**config.mk**
```make
export PLATFORM = sky130hd
export DESIGN_NAME = mxb_exec
export DESIGN_NICKNAME = d
export VERILOG_FILES = /design/src/mxb_pkg.sv /design/src/mxb_div.sv /design/src/mxb_exec.sv
export VERILOG_INCLUDE_DIRS = /design/src
export SDC_FILE = /design/constraint.sdc
export NUM_CORES = 2
export LEC_CHECK = 0
export ABC_AREA = 1
export BUFFER_PORTS_ARGS = -buffer_cell sky130_fd_sc_hd__buf_2
export CAP_MARGIN = 15
export CORE_ASPECT_RATIO = 1.4
export CORE_MARGIN = 1.5
export CORE_UTILIZATION = 50
export CTS_BUF_LIST = sky130_fd_sc_hd__clkbuf_4 sky130_fd_sc_hd__clkbuf_8 sky130_fd_sc_hd__clkbuf_16
export DETAILED_ROUTE_END_ITERATION = 7
export PLACE_DENSITY = 0.7
export REMOVE_ABC_BUFFERS = 1
export SLEW_MARGIN = 20
export SYNTH_ARGS = -nofsm -noshare
export SYNTH_HDL_FRONTEND = slang
export SYNTH_HIERARCHICAL = 1
export SYNTH_SLANG_ARGS = --single-unit
```
**constraint.sdc**
```tcl
create_clock -name hclk -period 13.4 [get_ports hclk]
set_input_delay 0 -clock hclk [delete_from_list [all_inputs] [get_ports hclk]]
set_output_delay 0 -clock hclk [all_outputs]
set_load 0.1 [all_outputs]
```
**src/mxb_defs.svh**
```systemverilog
// constants for the multiply/divide/xor/branch execute block
// assumes 16-bit words, byte-addressed AHB-Lite register map
// Functional notes
// - signed multiply; even register gets full product in register pair
// - signed multiply on odd register stores only the low product word
// - multiply sets N and Z from product, always clears V
// - multiply sets C when product below -2^15 or at least 2^15-1
// - divide splits 32-bit register pair by source; quotient into even register
// - divide remainder goes to odd partner, carrying the dividend sign
// - divide sets V and aborts on zero divisor or quotient too large
// - divide sets C only on divide by zero, clears it otherwise
// - divide sets N and Z from the quotient
// - xor writes register xor destination to the result word, and to the destination register only when mode bits 5:3 are 0; register kept
// - xor sets N and Z from result, clears V, leaves C
// - unconditional jump adds twice offset to PC; flags untouched
// - jump if nonzero taken only when Z clear
// - jump if equal taken only when Z set
// - signed not-less jump taken when N equals V
`ifndef MXB_DEFS_SVH
`define MXB_DEFS_SVH
`define MXB_OFF_INSTR 8'h00
`define MXB_OFF_SRC 8'h04
`define MXB_OFF_PC 8'h08
`define MXB_OFF_PSW 8'h0C
`define MXB_OFF_STAT 8'h10
`define MXB_OFF_RES 8'h14
`define MXB_REG_BANK 3'h1
`define MXB_BIT_N 3
`define MXB_BIT_Z 2
`define MXB_BIT_V 1
`define MXB_BIT_C 0
`define MXB_RST_PSW 4'h0
`define MXB_RST_PC 16'h0000
`define MXB_RST_WORD 16'h0000
`define MXB_OPC_MUL 7'h38
`define MXB_OPC_DIV 7'h39
`define MXB_OPC_XOR 7'h3C
`define MXB_OPC_JMP 8'h01
`define MXB_OPC_JNZ 8'h02
`define MXB_OPC_JEQ 8'h03
`define MXB_OPC_JGE 8'h04
`define MXB_MUL_LO 32'shFFFF8000
`define MXB_MUL_HI 32'sh00007FFF
`define MXB_QPOS_MAX 32'h00007FFF
`define MXB_QNEG_MAX 32'h00008000
`define MXB_HSIZE_WORD 3'h2
`endif

```
**src/mxb_pkg.sv**
```systemverilog
// types shared by the execute block
// assumes nothing beyond a SystemVerilog compiler
`default_nettype none
package mxb_pkg;
   typedef enum logic [1:0] {ST_IDLE, ST_EXEC, ST_DIVW} mxb_state_t;
   typedef enum logic [2:0] {OP_NONE, OP_MUL, OP_DIV, OP_XOR, OP_JMP, OP_JNZ, OP_JEQ, OP_JGE} mxb_op_t;
endpackage : mxb_pkg
`default_nettype wire

```
**src/mxb_div.sv**
```systemverilog
// unsigned restoring divider, one quotient bit per clock
// assumes start only while idle; operands held by caller
`default_nettype none
module mxb_div #(
   parameter int DW = 32,
   parameter int VW = 16
) (
   input wire logic hclk,
   input wire logic hresetn,
   input wire logic start,
   input wire logic [DW-1:0] dividend,
   input wire logic [VW-1:0] divisor,
   output logic done_q,
   output logic [DW-1:0] quo_q,
   output logic [VW-1:0] rem_q
);
   logic [$clog2(DW+1)-1:0] cnt_q;
   logic [VW:0] shifted;
   logic [VW:0] diff;
   logic ge;

   always_comb
   begin
      shifted = {rem_q, quo_q[DW-1]};
      diff = shifted - {1'b0, divisor};
      ge = shifted >= {1'b0, divisor};
   end

   always_ff @(posedge hclk or negedge hresetn)
   begin
      if (!hresetn)
      begin
         cnt_q <= '0;
         quo_q <= '0;
         rem_q <= '0;
         done_q <= 1'b0;
      end
      else if (start)
      begin
         cnt_q <= ($clog2(DW+1))'(DW);
         quo_q <= dividend;
         rem_q <= '0;
         done_q <= 1'b0;
      end
      else if (cnt_q != '0)
      begin
         cnt_q <= cnt_q - 1'b1;
         quo_q <= {quo_q[DW-2:0], ge};
         rem_q <= ge ? diff[VW-1:0] : shifted[VW-1:0];
         done_q <= (cnt_q == 1'b1);
      end
      else
      begin
         done_q <= 1'b0;
      end
   end
endmodule : mxb_div
`default_nettype wire

```
**src/mxb_exec.sv**
```systemverilog
// execute block: signed multiply, signed divide, xor, four relative jumps
// assumes one AHB-Lite master, single word transfers, hready fed back from hreadyout
`include "mxb_defs.svh"
`default_nettype none
module mxb_exec (
   input wire logic hclk,
   input wire logic hresetn,
   input wire logic hsel,
   input wire logic [31:0] haddr,
   input wire logic [1:0] htrans,
   input wire logic hwrite,
   input wire logic [2:0] hsize,
   input wire logic [31:0] hwdata,
   input wire logic hready,
   output logic [31:0] hrdata,
   output logic hreadyout,
   output logic hresp
);
   mxb_pkg::mxb_state_t st_q;
   mxb_pkg::mxb_op_t op;
   logic [15:0] regs_q [8];
   logic [15:0] instr_q, src_q, pc_q, res_q;
   logic [3:0] psw_q;
   logic taken_q, abort_q, illegal_q;
   logic [7:0] addr_q;
   logic wr_q, rd_q;
   logic [31:0] hrdata_q;
   logic hreadyout_q, hresp_q;
   logic acc, wr_ok, go;
   logic [2:0] r, rp, sd;
   logic signed [31:0] prod;
   logic mul_c;
   logic [15:0] dst_val, xres, off, target;
   logic take;
   logic dd_neg, dv_neg, div_zero, div_big, div_start, div_done, fit;
   logic [31:0] dd_mag, quo_mag, q_signed;
   logic [15:0] dv_mag, hi_mag, rem_mag, rem_signed;

   assign hrdata = hrdata_q;
   assign hreadyout = hreadyout_q;
   assign hresp = hresp_q;

   function automatic logic is_reg(input logic [7:0] a);
      return a[7:5] == `MXB_REG_BANK;
   endfunction : is_reg

   function automatic mxb_pkg::mxb_op_t decode_op(input logic [15:0] w);
      if (w[15:9] == `MXB_OPC_MUL)
         return mxb_pkg::OP_MUL;
      if (w[15:9] == `MXB_OPC_DIV)
         return mxb_pkg::OP_DIV;
      if (w[15:9] == `MXB_OPC_XOR)
         return mxb_pkg::OP_XOR;
      if (w[15:8] == `MXB_OPC_JMP)
         return mxb_pkg::OP_JMP;
      if (w[15:8] == `MXB_OPC_JNZ)
         return mxb_pkg::OP_JNZ;
      if (w[15:8] == `MXB_OPC_JEQ)
         return mxb_pkg::OP_JEQ;
      if (w[15:8] == `MXB_OPC_JGE)
         return mxb_pkg::OP_JGE;
      return mxb_pkg::OP_NONE;
   endfunction : decode_op

   function automatic logic [31:0] read_word(input logic [7:0] a);
      if (is_reg(a))
         return {16'h0000, regs_q[a[4:2]]};
      case (a)
         `MXB_OFF_INSTR: return {16'h0000, instr_q};
         `MXB_OFF_SRC: return {16'h0000, src_q};
         `MXB_OFF_PC: return {16'h0000, pc_q};
         `MXB_OFF_PSW: return {28'h0000000, psw_q};
         `MXB_OFF_STAT: return {28'h0000000, illegal_q, abort_q, taken_q, st_q != mxb_pkg::ST_IDLE};
         `MXB_OFF_RES: return {16'h0000, res_q};
         default: return 32'h00000000;
      endcase
   endfunction : read_word

   // bus slave: reads take one wait state so hrdata comes from a flop
   assign acc = hsel && htrans[1] && hready;
   assign wr_ok = wr_q && (st_q == mxb_pkg::ST_IDLE);
   assign go = wr_ok && (addr_q == `MXB_OFF_INSTR);

   always_ff @(posedge hclk or negedge hresetn)
   begin
      if (!hresetn)
      begin
         addr_q <= 8'h00;
         wr_q <= 1'b0;
         rd_q <= 1'b0;
         hreadyout_q <= 1'b1;
         hrdata_q <= 32'h00000000;
         hresp_q <= 1'b0;
      end
      else
      begin
         hresp_q <= 1'b0;
         if (acc)
         begin
            addr_q <= haddr[7:0];
            wr_q <= hwrite && (hsize == `MXB_HSIZE_WORD);
            rd_q <= !hwrite;
            hreadyout_q <= hwrite;
         end
         else
         begin
            wr_q <= 1'b0;
            rd_q <= 1'b0;
            hreadyout_q <= 1'b1;
         end
         if (rd_q)
            hrdata_q <= read_word(addr_q);
      end
   end

   // instruction field decode
   always_comb
   begin
      op = decode_op(instr_q);
      r = instr_q[8:6];
      rp = r | 3'h1;
      sd = instr_q[2:0];
   end

   // multiply and xor datapath
   assign prod = $signed(regs_q[r]) * $signed(src_q);
   assign mul_c = (prod < `MXB_MUL_LO) || (prod >= `MXB_MUL_HI);
   assign dst_val = (instr_q[5:3] == 3'h0) ? regs_q[sd] : src_q;
   assign xres = regs_q[r] ^ dst_val;

   // jump target and condition
   assign off = {{8{instr_q[7]}}, instr_q[7:0]};
   assign target = pc_q + {off[14:0], 1'b0};

   always_comb
   begin
      case (op)
         mxb_pkg::OP_JMP: take = 1'b1;
         mxb_pkg::OP_JNZ: take = !psw_q[`MXB_BIT_Z];
         mxb_pkg::OP_JEQ: take = psw_q[`MXB_BIT_Z];
         mxb_pkg::OP_JGE: take = !(psw_q[`MXB_BIT_N] ^ psw_q[`MXB_BIT_V]);
         default: take = 1'b0;
      endcase
   end

   // divide: magnitudes in, signs restored after
   always_comb
   begin
      dd_neg = regs_q[r][15];
      dv_neg = src_q[15];
      dd_mag = dd_neg ? 32'h00000000 - {regs_q[r], regs_q[rp]} : {regs_q[r], regs_q[rp]};
      dv_mag = dv_neg ? 16'h0000 - src_q : src_q;
      hi_mag = dd_neg ? 16'h0000 - regs_q[r] : regs_q[r];
      div_zero = src_q == 16'h0000;
      div_big = hi_mag > dv_mag;
      div_start = (st_q == mxb_pkg::ST_EXEC) && (op == mxb_pkg::OP_DIV) && !div_zero && !div_big;
      q_signed = (dd_neg ^ dv_neg) ? 32'h00000000 - quo_mag : quo_mag;
      fit = (dd_neg ^ dv_neg) ? (quo_mag <= `MXB_QNEG_MAX) : (quo_mag <= `MXB_QPOS_MAX);
      rem_signed = dd_neg ? 16'h0000 - rem_mag : rem_mag;
   end

   mxb_div #(
      .DW(32),
      .VW(16)
   ) u_div (
      .hclk(hclk),
      .hresetn(hresetn),
      .start(div_start),
      .dividend(dd_mag),
      .divisor(dv_mag),
      .done_q(div_done),
      .quo_q(quo_mag),
      .rem_q(rem_mag)
   );

   // sequencing; bus writes are ignored while busy
   always_ff @(posedge hclk or negedge hresetn)
   begin
      if (!hresetn)
         st_q <= mxb_pkg::ST_IDLE;
      else
      begin
         case (st_q)
            mxb_pkg::ST_IDLE: st_q <= go ? mxb_pkg::ST_EXEC : mxb_pkg::ST_IDLE;
            mxb_pkg::ST_EXEC: st_q <= div_start ? mxb_pkg::ST_DIVW : mxb_pkg::ST_IDLE;
            mxb_pkg::ST_DIVW: st_q <= div_done ? mxb_pkg::ST_IDLE : mxb_pkg::ST_DIVW;
            default: st_q <= mxb_pkg::ST_IDLE;
         endcase
      end
   end

   always_ff @(posedge hclk or negedge hresetn)
   begin
      if (!hresetn)
      begin
         instr_q <= `MXB_RST_WORD;
         src_q <= `MXB_RST_WORD;
      end
      else
      begin
         if (go)
            instr_q <= hwdata[15:0];
         if (wr_ok && addr_q == `MXB_OFF_SRC)
            src_q <= hwdata[15:0];
      end
   end

   // general registers
   always_ff @(posedge hclk or negedge hresetn)
   begin
      if (!hresetn)
      begin
         for (int i = 0; i < 8; i++)
            regs_q[i] <= `MXB_RST_WORD;
      end
      else if (wr_ok && is_reg(addr_q))
         regs_q[addr_q[4:2]] <= hwdata[15:0];
      else if (st_q == mxb_pkg::ST_EXEC && op == mxb_pkg::OP_MUL)
      begin
         if (!r[0])
         begin
            regs_q[r] <= prod[31:16];
            regs_q[rp] <= prod[15:0];
         end
         else
            regs_q[r] <= prod[15:0];
      end
      else if (st_q == mxb_pkg::ST_EXEC && op == mxb_pkg::OP_XOR && instr_q[5:3] == 3'h0)
         regs_q[sd] <= xres;
      else if (st_q == mxb_pkg::ST_DIVW && div_done && fit)
      begin
         regs_q[rp] <= rem_signed;
         regs_q[r] <= q_signed[15:0];
      end
   end

   // condition bits
   always_ff @(posedge hclk or negedge hresetn)
   begin
      if (!hresetn)
         psw_q <= `MXB_RST_PSW;
      else if (wr_ok && addr_q == `MXB_OFF_PSW)
         psw_q <= hwdata[3:0];
      else if (st_q == mxb_pkg::ST_EXEC)
      begin
         case (op)
            mxb_pkg::OP_MUL:
            begin
               psw_q[`MXB_BIT_N] <= prod[31];
               psw_q[`MXB_BIT_Z] <= prod == 32'sh00000000;
               psw_q[`MXB_BIT_V] <= 1'b0;
               psw_q[`MXB_BIT_C] <= mul_c;
            end
            mxb_pkg::OP_DIV:
            begin
               if (div_zero || div_big)
               begin
                  psw_q[`MXB_BIT_V] <= 1'b1;
                  psw_q[`MXB_BIT_C] <= div_zero;
               end
            end
            mxb_pkg::OP_XOR:
            begin
               psw_q[`MXB_BIT_N] <= xres[15];
               psw_q[`MXB_BIT_Z] <= xres == 16'h0000;
               psw_q[`MXB_BIT_V] <= 1'b0;
            end
            default: psw_q <= psw_q;
         endcase
      end
      else if (st_q == mxb_pkg::ST_DIVW && div_done)
      begin
         psw_q[`MXB_BIT_C] <= 1'b0;
         psw_q[`MXB_BIT_V] <= !fit;
         if (fit)
         begin
            psw_q[`MXB_BIT_N] <= q_signed[15];
            psw_q[`MXB_BIT_Z] <= q_signed[15:0] == 16'h0000;
         end
      end
   end

   // program counter holds the already incremented value
   always_ff @(posedge hclk or negedge hresetn)
   begin
      if (!hresetn)
         pc_q <= `MXB_RST_PC;
      else if (wr_ok && addr_q == `MXB_OFF_PC)
         pc_q <= hwdata[15:0];
      else if (st_q == mxb_pkg::ST_EXEC && take)
         pc_q <= target;
   end

   // result and status
   always_ff @(posedge hclk or negedge hresetn)
   begin
      if (!hresetn)
      begin
         res_q <= `MXB_RST_WORD;
         taken_q <= 1'b0;
         abort_q <= 1'b0;
         illegal_q <= 1'b0;
      end
      else if (st_q == mxb_pkg::ST_EXEC)
      begin
         taken_q <= take;
         abort_q <= (op == mxb_pkg::OP_DIV) && (div_zero || div_big);
         illegal_q <= op == mxb_pkg::OP_NONE;
         if (op == mxb_pkg::OP_XOR)
            res_q <= xres;
         else if (op == mxb_pkg::OP_MUL)
            res_q <= prod[15:0];
      end
      else if (st_q == mxb_pkg::ST_DIVW && div_done)
      begin
         abort_q <= !fit;
         if (fit)
            res_q <= q_signed[15:0];
      end
   end
endmodule : mxb_exec
`default_nettype wire

```
======== Word-level counts from Yosys, hierarchy flattened ========
Index checks and enable logic that the tools add are counted.
word-level totals
  bits in registers ....................... 299
  output and inout port bits .............. 34
  word-level logic and storage cells ...... 263
  bits of input ports ..................... 74
operators by class
  mux-type cells .......................... 123
  bitwise gates (word level) .............. 7
  multipliers ............................. 1
  eq/ne operators ......................... 29
  reduce and logical (&&, ||, !) cells .... 53
  $add $sub $neg .......................... 8
  order comparisons ....................... 14
operators with widths
  cell                   number
  $bwmux 128             7
  $mux 128               5
  $mux 16                27
  $bmux 16 s3            4
  $demux 16 s3           4
  $mux 32                5
  $pmux 16 s6            1
  $sub 1x16->16 const A  4
  $mux 3                 17
  $logic_not 16->1       3
  $mux 1                 39
  $ge 32x16->1 const B   1
  $le 32x15->1 const B   1
  $le 32x16->1 const B   1
  $logic_not 32->1       1
  $lt 32x16->1 const B   1
  $mul 16x16->32         1
  $sub 1x32->32 const A  1
  $logic_and 1x1->1      23
  $eq 7x6->1 const B     3
  $ge 17x16->1           1
  $add 16x16->16         1
  $eq 8x2->1 const B     2
  $eq 8x3->1 const B     2
  other kinds (38)       80

======== Longest topological paths before layout ========
  depth in word-level cells ............... 36
  gate-level depth with buffers ........... 45
  mapped depth without buffers ............ 43

======== Hierarchy ========
Netlist, hierarchy kept.
by module, submodules not included
  module    instances  cells an instance  sequential area each (um^2)  area an instance (um^2)
  mxb_exec  1          4,472              5,706.7                      30,788.3
  mxb_div   1          514                1,376.3                      3,739.8

======== Worst setup path before layout ========
OpenSTA, ideal clock, no wires.
  kind .................................... flip-flop to flip-flop
  start point ............................. register instr_q[7]
  end point ............................... register psw_q[2]
  cell stages (with the launch flop) ...... 39
  required time ........................... 13.335 ns
  path buffers ............................ 5
  clock period less this slack ............ 7.463 ns
  path slack .............................. 5.937 ns
  arrival time ............................ 7.398 ns
  library setup time ...................... 0.065 ns
  path through ............................ dfrtp_1 -> buf_4 -> nand2_2 -> buf_4 -> inv_1 -> nand3_1 -> nand2_1 -> inv_1 -> nand2_2 -> inv_1 -> buf_2 -> clkbuf_1 -> buf_1 -> nor2_1 -> inv_1 -> fa_1 -> inv_1 -> fa_1 -> [... 3 more ...] -> inv_1 -> fa_1 -> inv_1 -> ha_1 -> nand2_1 -> nor4_1 -> nand3_1 -> nand3_1 -> nand2_1 -> nor2_1 -> nand4_1 -> nor2_1 -> nand3_1 -> nand2_1 -> nand2_1 -> nand2_1 -> nand2_1 -> nand2_1
between the ends
  word-level cells in the longest chain between the ends .. 11
  elaborated cells on any way between the ends .. 19
  those cells by class .................... 1 x mul; 10 x mux; 3 x bitwise; 5 x reduce/logical
RTL lines
  what                                                                    RTL line                                           RTL
  from (decl)                                                             mxb_exec.sv:22                                     logic [15:0] instr_q, src_q, pc_q, res_q;
  from (signal assigned)                                                  mxb_exec.sv:196                                    instr_q <= `MXB_RST_WORD;
  from (signal assigned)                                                  mxb_exec.sv:202                                    instr_q <= hwdata[15:0];
  $not 3->4 (implied by the code) (*)                                     mxb_exec.sv:126, mxb_exec.sv:129, mxb_exec.sv:149
  $bmux 16 s3 (*)                                                         mxb_exec.sv:126, mxb_exec.sv:129, mxb_exec.sv:149
  $mux 16 (implied by the code) (*) (2 in series)                         mxb_exec.sv:126, mxb_exec.sv:129, mxb_exec.sv:149
  parallel branches: the longest is 7 deep, another holds $mul 16x16->32  -
  to (signal assigned)                                                    mxb_exec.sv:241                                    psw_q <= `MXB_RST_PSW;
  to (signal assigned)                                                    mxb_exec.sv:243                                    psw_q <= hwdata[3:0];
  to (signal, indexed assignment)                                         mxb_exec.sv:277                                    psw_q[`MXB_BIT_N] <= q_signed[15];
  to (decl)                                                               mxb_exec.sv:23                                     logic [3:0] psw_q;
Every way passes the cells marked *. The select of a mux whose other input is x is not followed.
A chain may end at the register's enable or synchronous reset.

======== Worst setup path after layout ========
  start point ............................. register instr_q[7]
  end point ............................... register psw_q[0]
between the ends
  word-level cells in the longest chain between the ends .. 10
  elaborated cells on any way between the ends .. 17
  those cells by class .................... 1 x add/sub; 1 x mul; 3 x order compare; 1 x eq/ne; 7 x mux; 1 x bitwise; 3 x reduce/logical
RTL lines
  what                                              RTL line                                           RTL
  $not 3->4 (implied by the code) (*)               mxb_exec.sv:126, mxb_exec.sv:149, mxb_exec.sv:153
  $bmux 16 s3 (*)                                   mxb_exec.sv:126, mxb_exec.sv:149, mxb_exec.sv:153
  $mux 16 (implied by the code) (*) (2 in series)   mxb_exec.sv:126, mxb_exec.sv:149, mxb_exec.sv:153
  $mul 16x16->32 or $sub 1x16->16 (tied branches)   mxb_exec.sv:126, mxb_exec.sv:153
  $lt 32x16->1 (no line) (tied with other cells)    -
  $logic_or 1x1->1 or $gt 16x16->1 (tied branches)  mxb_exec.sv:127, mxb_exec.sv:155
  $pmux 1 s2 or $logic_or 1x1->1 (tied branches)    mxb_exec.sv:246, mxb_exec.sv:256
  $mux 4 or $ne 4x2->1 (tied branches)              -
  $mux 4 or $reduce_and 3->1 (tied branches)        -
  to (signal assigned)                              mxb_exec.sv:241
  to (signal assigned)                              mxb_exec.sv:243
  to (signal, indexed assignment)                   mxb_exec.sv:249                                    psw_q[`MXB_BIT_N] <= prod[31];
Every way passes the cells marked *; elsewhere a longest branch is shown, timed or not. The select of a mux whose other input is x is not followed.

==> out/summary.txt <==
Worst path buffer plus inverter count = 8
Die Wd = 225 µm
Synth Area per Inst = 6.93 µm²
Die height = 314 µm
Worst hold path class = in2async
Slew @ Worst Pin = 1.39 ns
CTS tree = built
Slowest-stage cell, CP = dfrtp_1
Inserted Clock Buffers = 35
Cell mode on critical path = inv_1
Rel. slew slack = 6.98%
Initial antenna violation count = 17
Failing checks = negative hold slack
Status = complete, but fails checks
Yosys top cell area share = 20.4%
Post-Synthesis Cell Area = 34500 µm²
Number of vias per cell = 6.75
CP arrival = 11.60 ns
Nets@finish = 5489
Clock skew = 0.0671 ns
Number of global-route vias before repair = 39232
Number of enable flip-flop cells after synthesis = 0
Via count = 40364
Row cnt = 113
Cell taking the most area after synthesis = dfrtp_1
Antenna Nets Post-Route = 0
Hold Fails Final Rpt = 3
Top_reg_cell synth = dfrtp_1
Post-CTS Setup Inserts = 0
Slew Viols, Final = 0
Yosys warning count = 6
Initial cell density of the core = 50.7%
Initial DRT Pass Iterations = 8
Synth async-reset ratio = 100%
Max_cap viols = 0
CP Launch Type = flip-flop
Sequential area share after synthesis = 20.5%
Fraction of layout cells with a size suffix above 1 = 6.83%
Setup violators final = 0
Final worst-path cycle share = 83.0%
Root buffer cell = clkbuf_16
Tmin final = 11.12 ns
Drt initial violations = 6131
Worst-path clk slew = 0.06 ns
Area of the core = 68100 µm²
CTS H-tree depth = 2
Largest net degree at the start of global routing = 96
Area contributors post-synth = dfrtp_1 (20%), fa_1 (15%), nand2_1 (12%)
Routed WL per cell = 33.9 µm
Worst setup EP type = flip-flop
Hold buffers post-CTS = 28
DRC Markers = 0
Fin Hold WS = -0.00727 ns
WL final = 203 mm
Area Growth Syn to Fin = 8.65%
Cell family with most CP delay = simple AND/OR/NAND/NOR gates
Post-Synthesis Cells = 4986
Die area = 70700 µm²
Placed wire-length estimate = 151 mm
Clock Sink Count = 283
First-pass GRT wire length = 287 mm
Worst EP required = 13.88 ns
Worst skew pair latency = 0.66 ns
Post-CTS Resized = 0
Crit path kind = reg2reg
RSZ-0062 raised after global routing = no
Setup TNS = 0 ns
Clock Tree Buf Depth = 3
Worst-path fanout max = 18
Io pins = 108
# port buffers = 49
Fmax = 89.9 MHz
Gpl congestion = 1.17
Total GRT Usage = 58.1%
Grt ovf = 0
Synth cell types = 70
Max incr delay on CP = 0.85 ns
Post-synthesis register bit count = 283
-- per-stage QoR --
step / cells / utilization (%) / cell area [µm²] / setup WS (ns) / hold slack, ns
2_1_floorplan: 4796 / - / 33600 / 5.07 / -0.296
6_report: 5979 / 55.1 / 37500 / 2.28 / -0.00727
4_1_cts: 5959 / 54.9 / 37400 / 3.01 / 0.00940
5_1_grt: 5961 / 55.0 / 37500 / 2.46 / 0.0734
3_3_place_gp: 5868 / 52.6 / 35800 / 3.12 / 0.0799
3_5_place_dp: 5868 / 52.6 / 35800 / 3.00 / 0.0800
-- cell usage in the layout (no fill, tap or decap), types with 48 or more instances in the layout --
cell / netlist / routed
a21oi_1: 182 / 182
a22oi_1: 76 / 76
buf_2: 39 / 48
buf_4: 28 / 103
dfrtp_1: 282 / 281
fa_1: 264 / 264
ha_1: 138 / 138
inv_1: 918 / 917
nand2_1: 1097 / 1096
nand3_1: 180 / 178
nand4_1: 58 / 58
nor2_1: 500 / 495
o21ai_0: 241 / 241
o22ai_1: 258 / 258
xor2_1: 94 / 90
-- path summary, 6_finish.rpt --
kind,to,from,slack [ns],cells after the start
setup / recovery,psw_q[0],instr_q[7],2.28,32
hold / removal,u_div/rem_q[13],hresetn,-0.007,2
setup reg to reg,psw_q[0],instr_q[7],2.28,32
hold reg to reg,st_q[1],u_div/done_q,0.45,1
max in group asynchronous,regs_q[37],hresetn,10.30,5
min in group hclk,rd_q,htrans[1],-0.01,3
-- metal layers --
layer	share of wire, %	global-route usage (%)	wire (µm)	vias to the layer above
met5	0.022	0.275	44	-
met4	14	60.6	28000	6
met3	15	29.4	30200	1451
met2	40	81.5	81900	3566
met1	31	60.5	62500	19038
li1	-	-	-	16303
-- sequential cells by signal, summed over array words and instances, names as in the netlist --
register	flops
regs_q	128
u_div/quo_q	32
hrdata	16
instr_q	16
pc_q	16
res_q	16
src_q	16
u_div/rem_q	16
addr_q	8
u_div/cnt_q	6
psw_q	4
st_q	2
abort_q	1
hreadyout	1
illegal_q	1
rd_q	1
taken_q	1
u_div/done_q	1
wr_q	1
-- area by class of cell --
cell class | count | area, µm²
Tap cell | 920 | 1150
Sequential cell | 283 | 7080
Antenna cell | 20 | 50.0
Inverter | 969 | 3640
Timing Repair Buffer | 180 | 1310
Fill cell | 6739 | 30600
Multi-Input combinational cell | 3544 | 23000
Clock buffer | 46 | 990
Clock inverter | 17 | 292
-- cells in the mapped netlist (all sizes together), types with 60 or more instances --
cell       n
nand3    186
buf       82
o21ai    258
xor2      94
o22ai    259
nor2     531
fa       264
a22oi     76
nand2   1113
a21oi    182
inv      946
dfrtp    282
clkbuf   124
ha       138
nand4     60
-- kinds of logic (layout without fill, tap and decap cells) --
family	Yosys count	after routing	share of synthesized area, %
simple gates	1990	1990	24.3
buf+inv	1175	1212	13.4
compound gates	1018	1018	18.5
fa+ha+maj	402	402	20.3
flops	283	283	20.5
xor+xnor	111	111	2.82
mux	6	6	0.196
other cells	1	37	0.0109
Power is not shown: default switching activity piles up to over one toggle a cycle in this logic, so the estimate is an artifact.
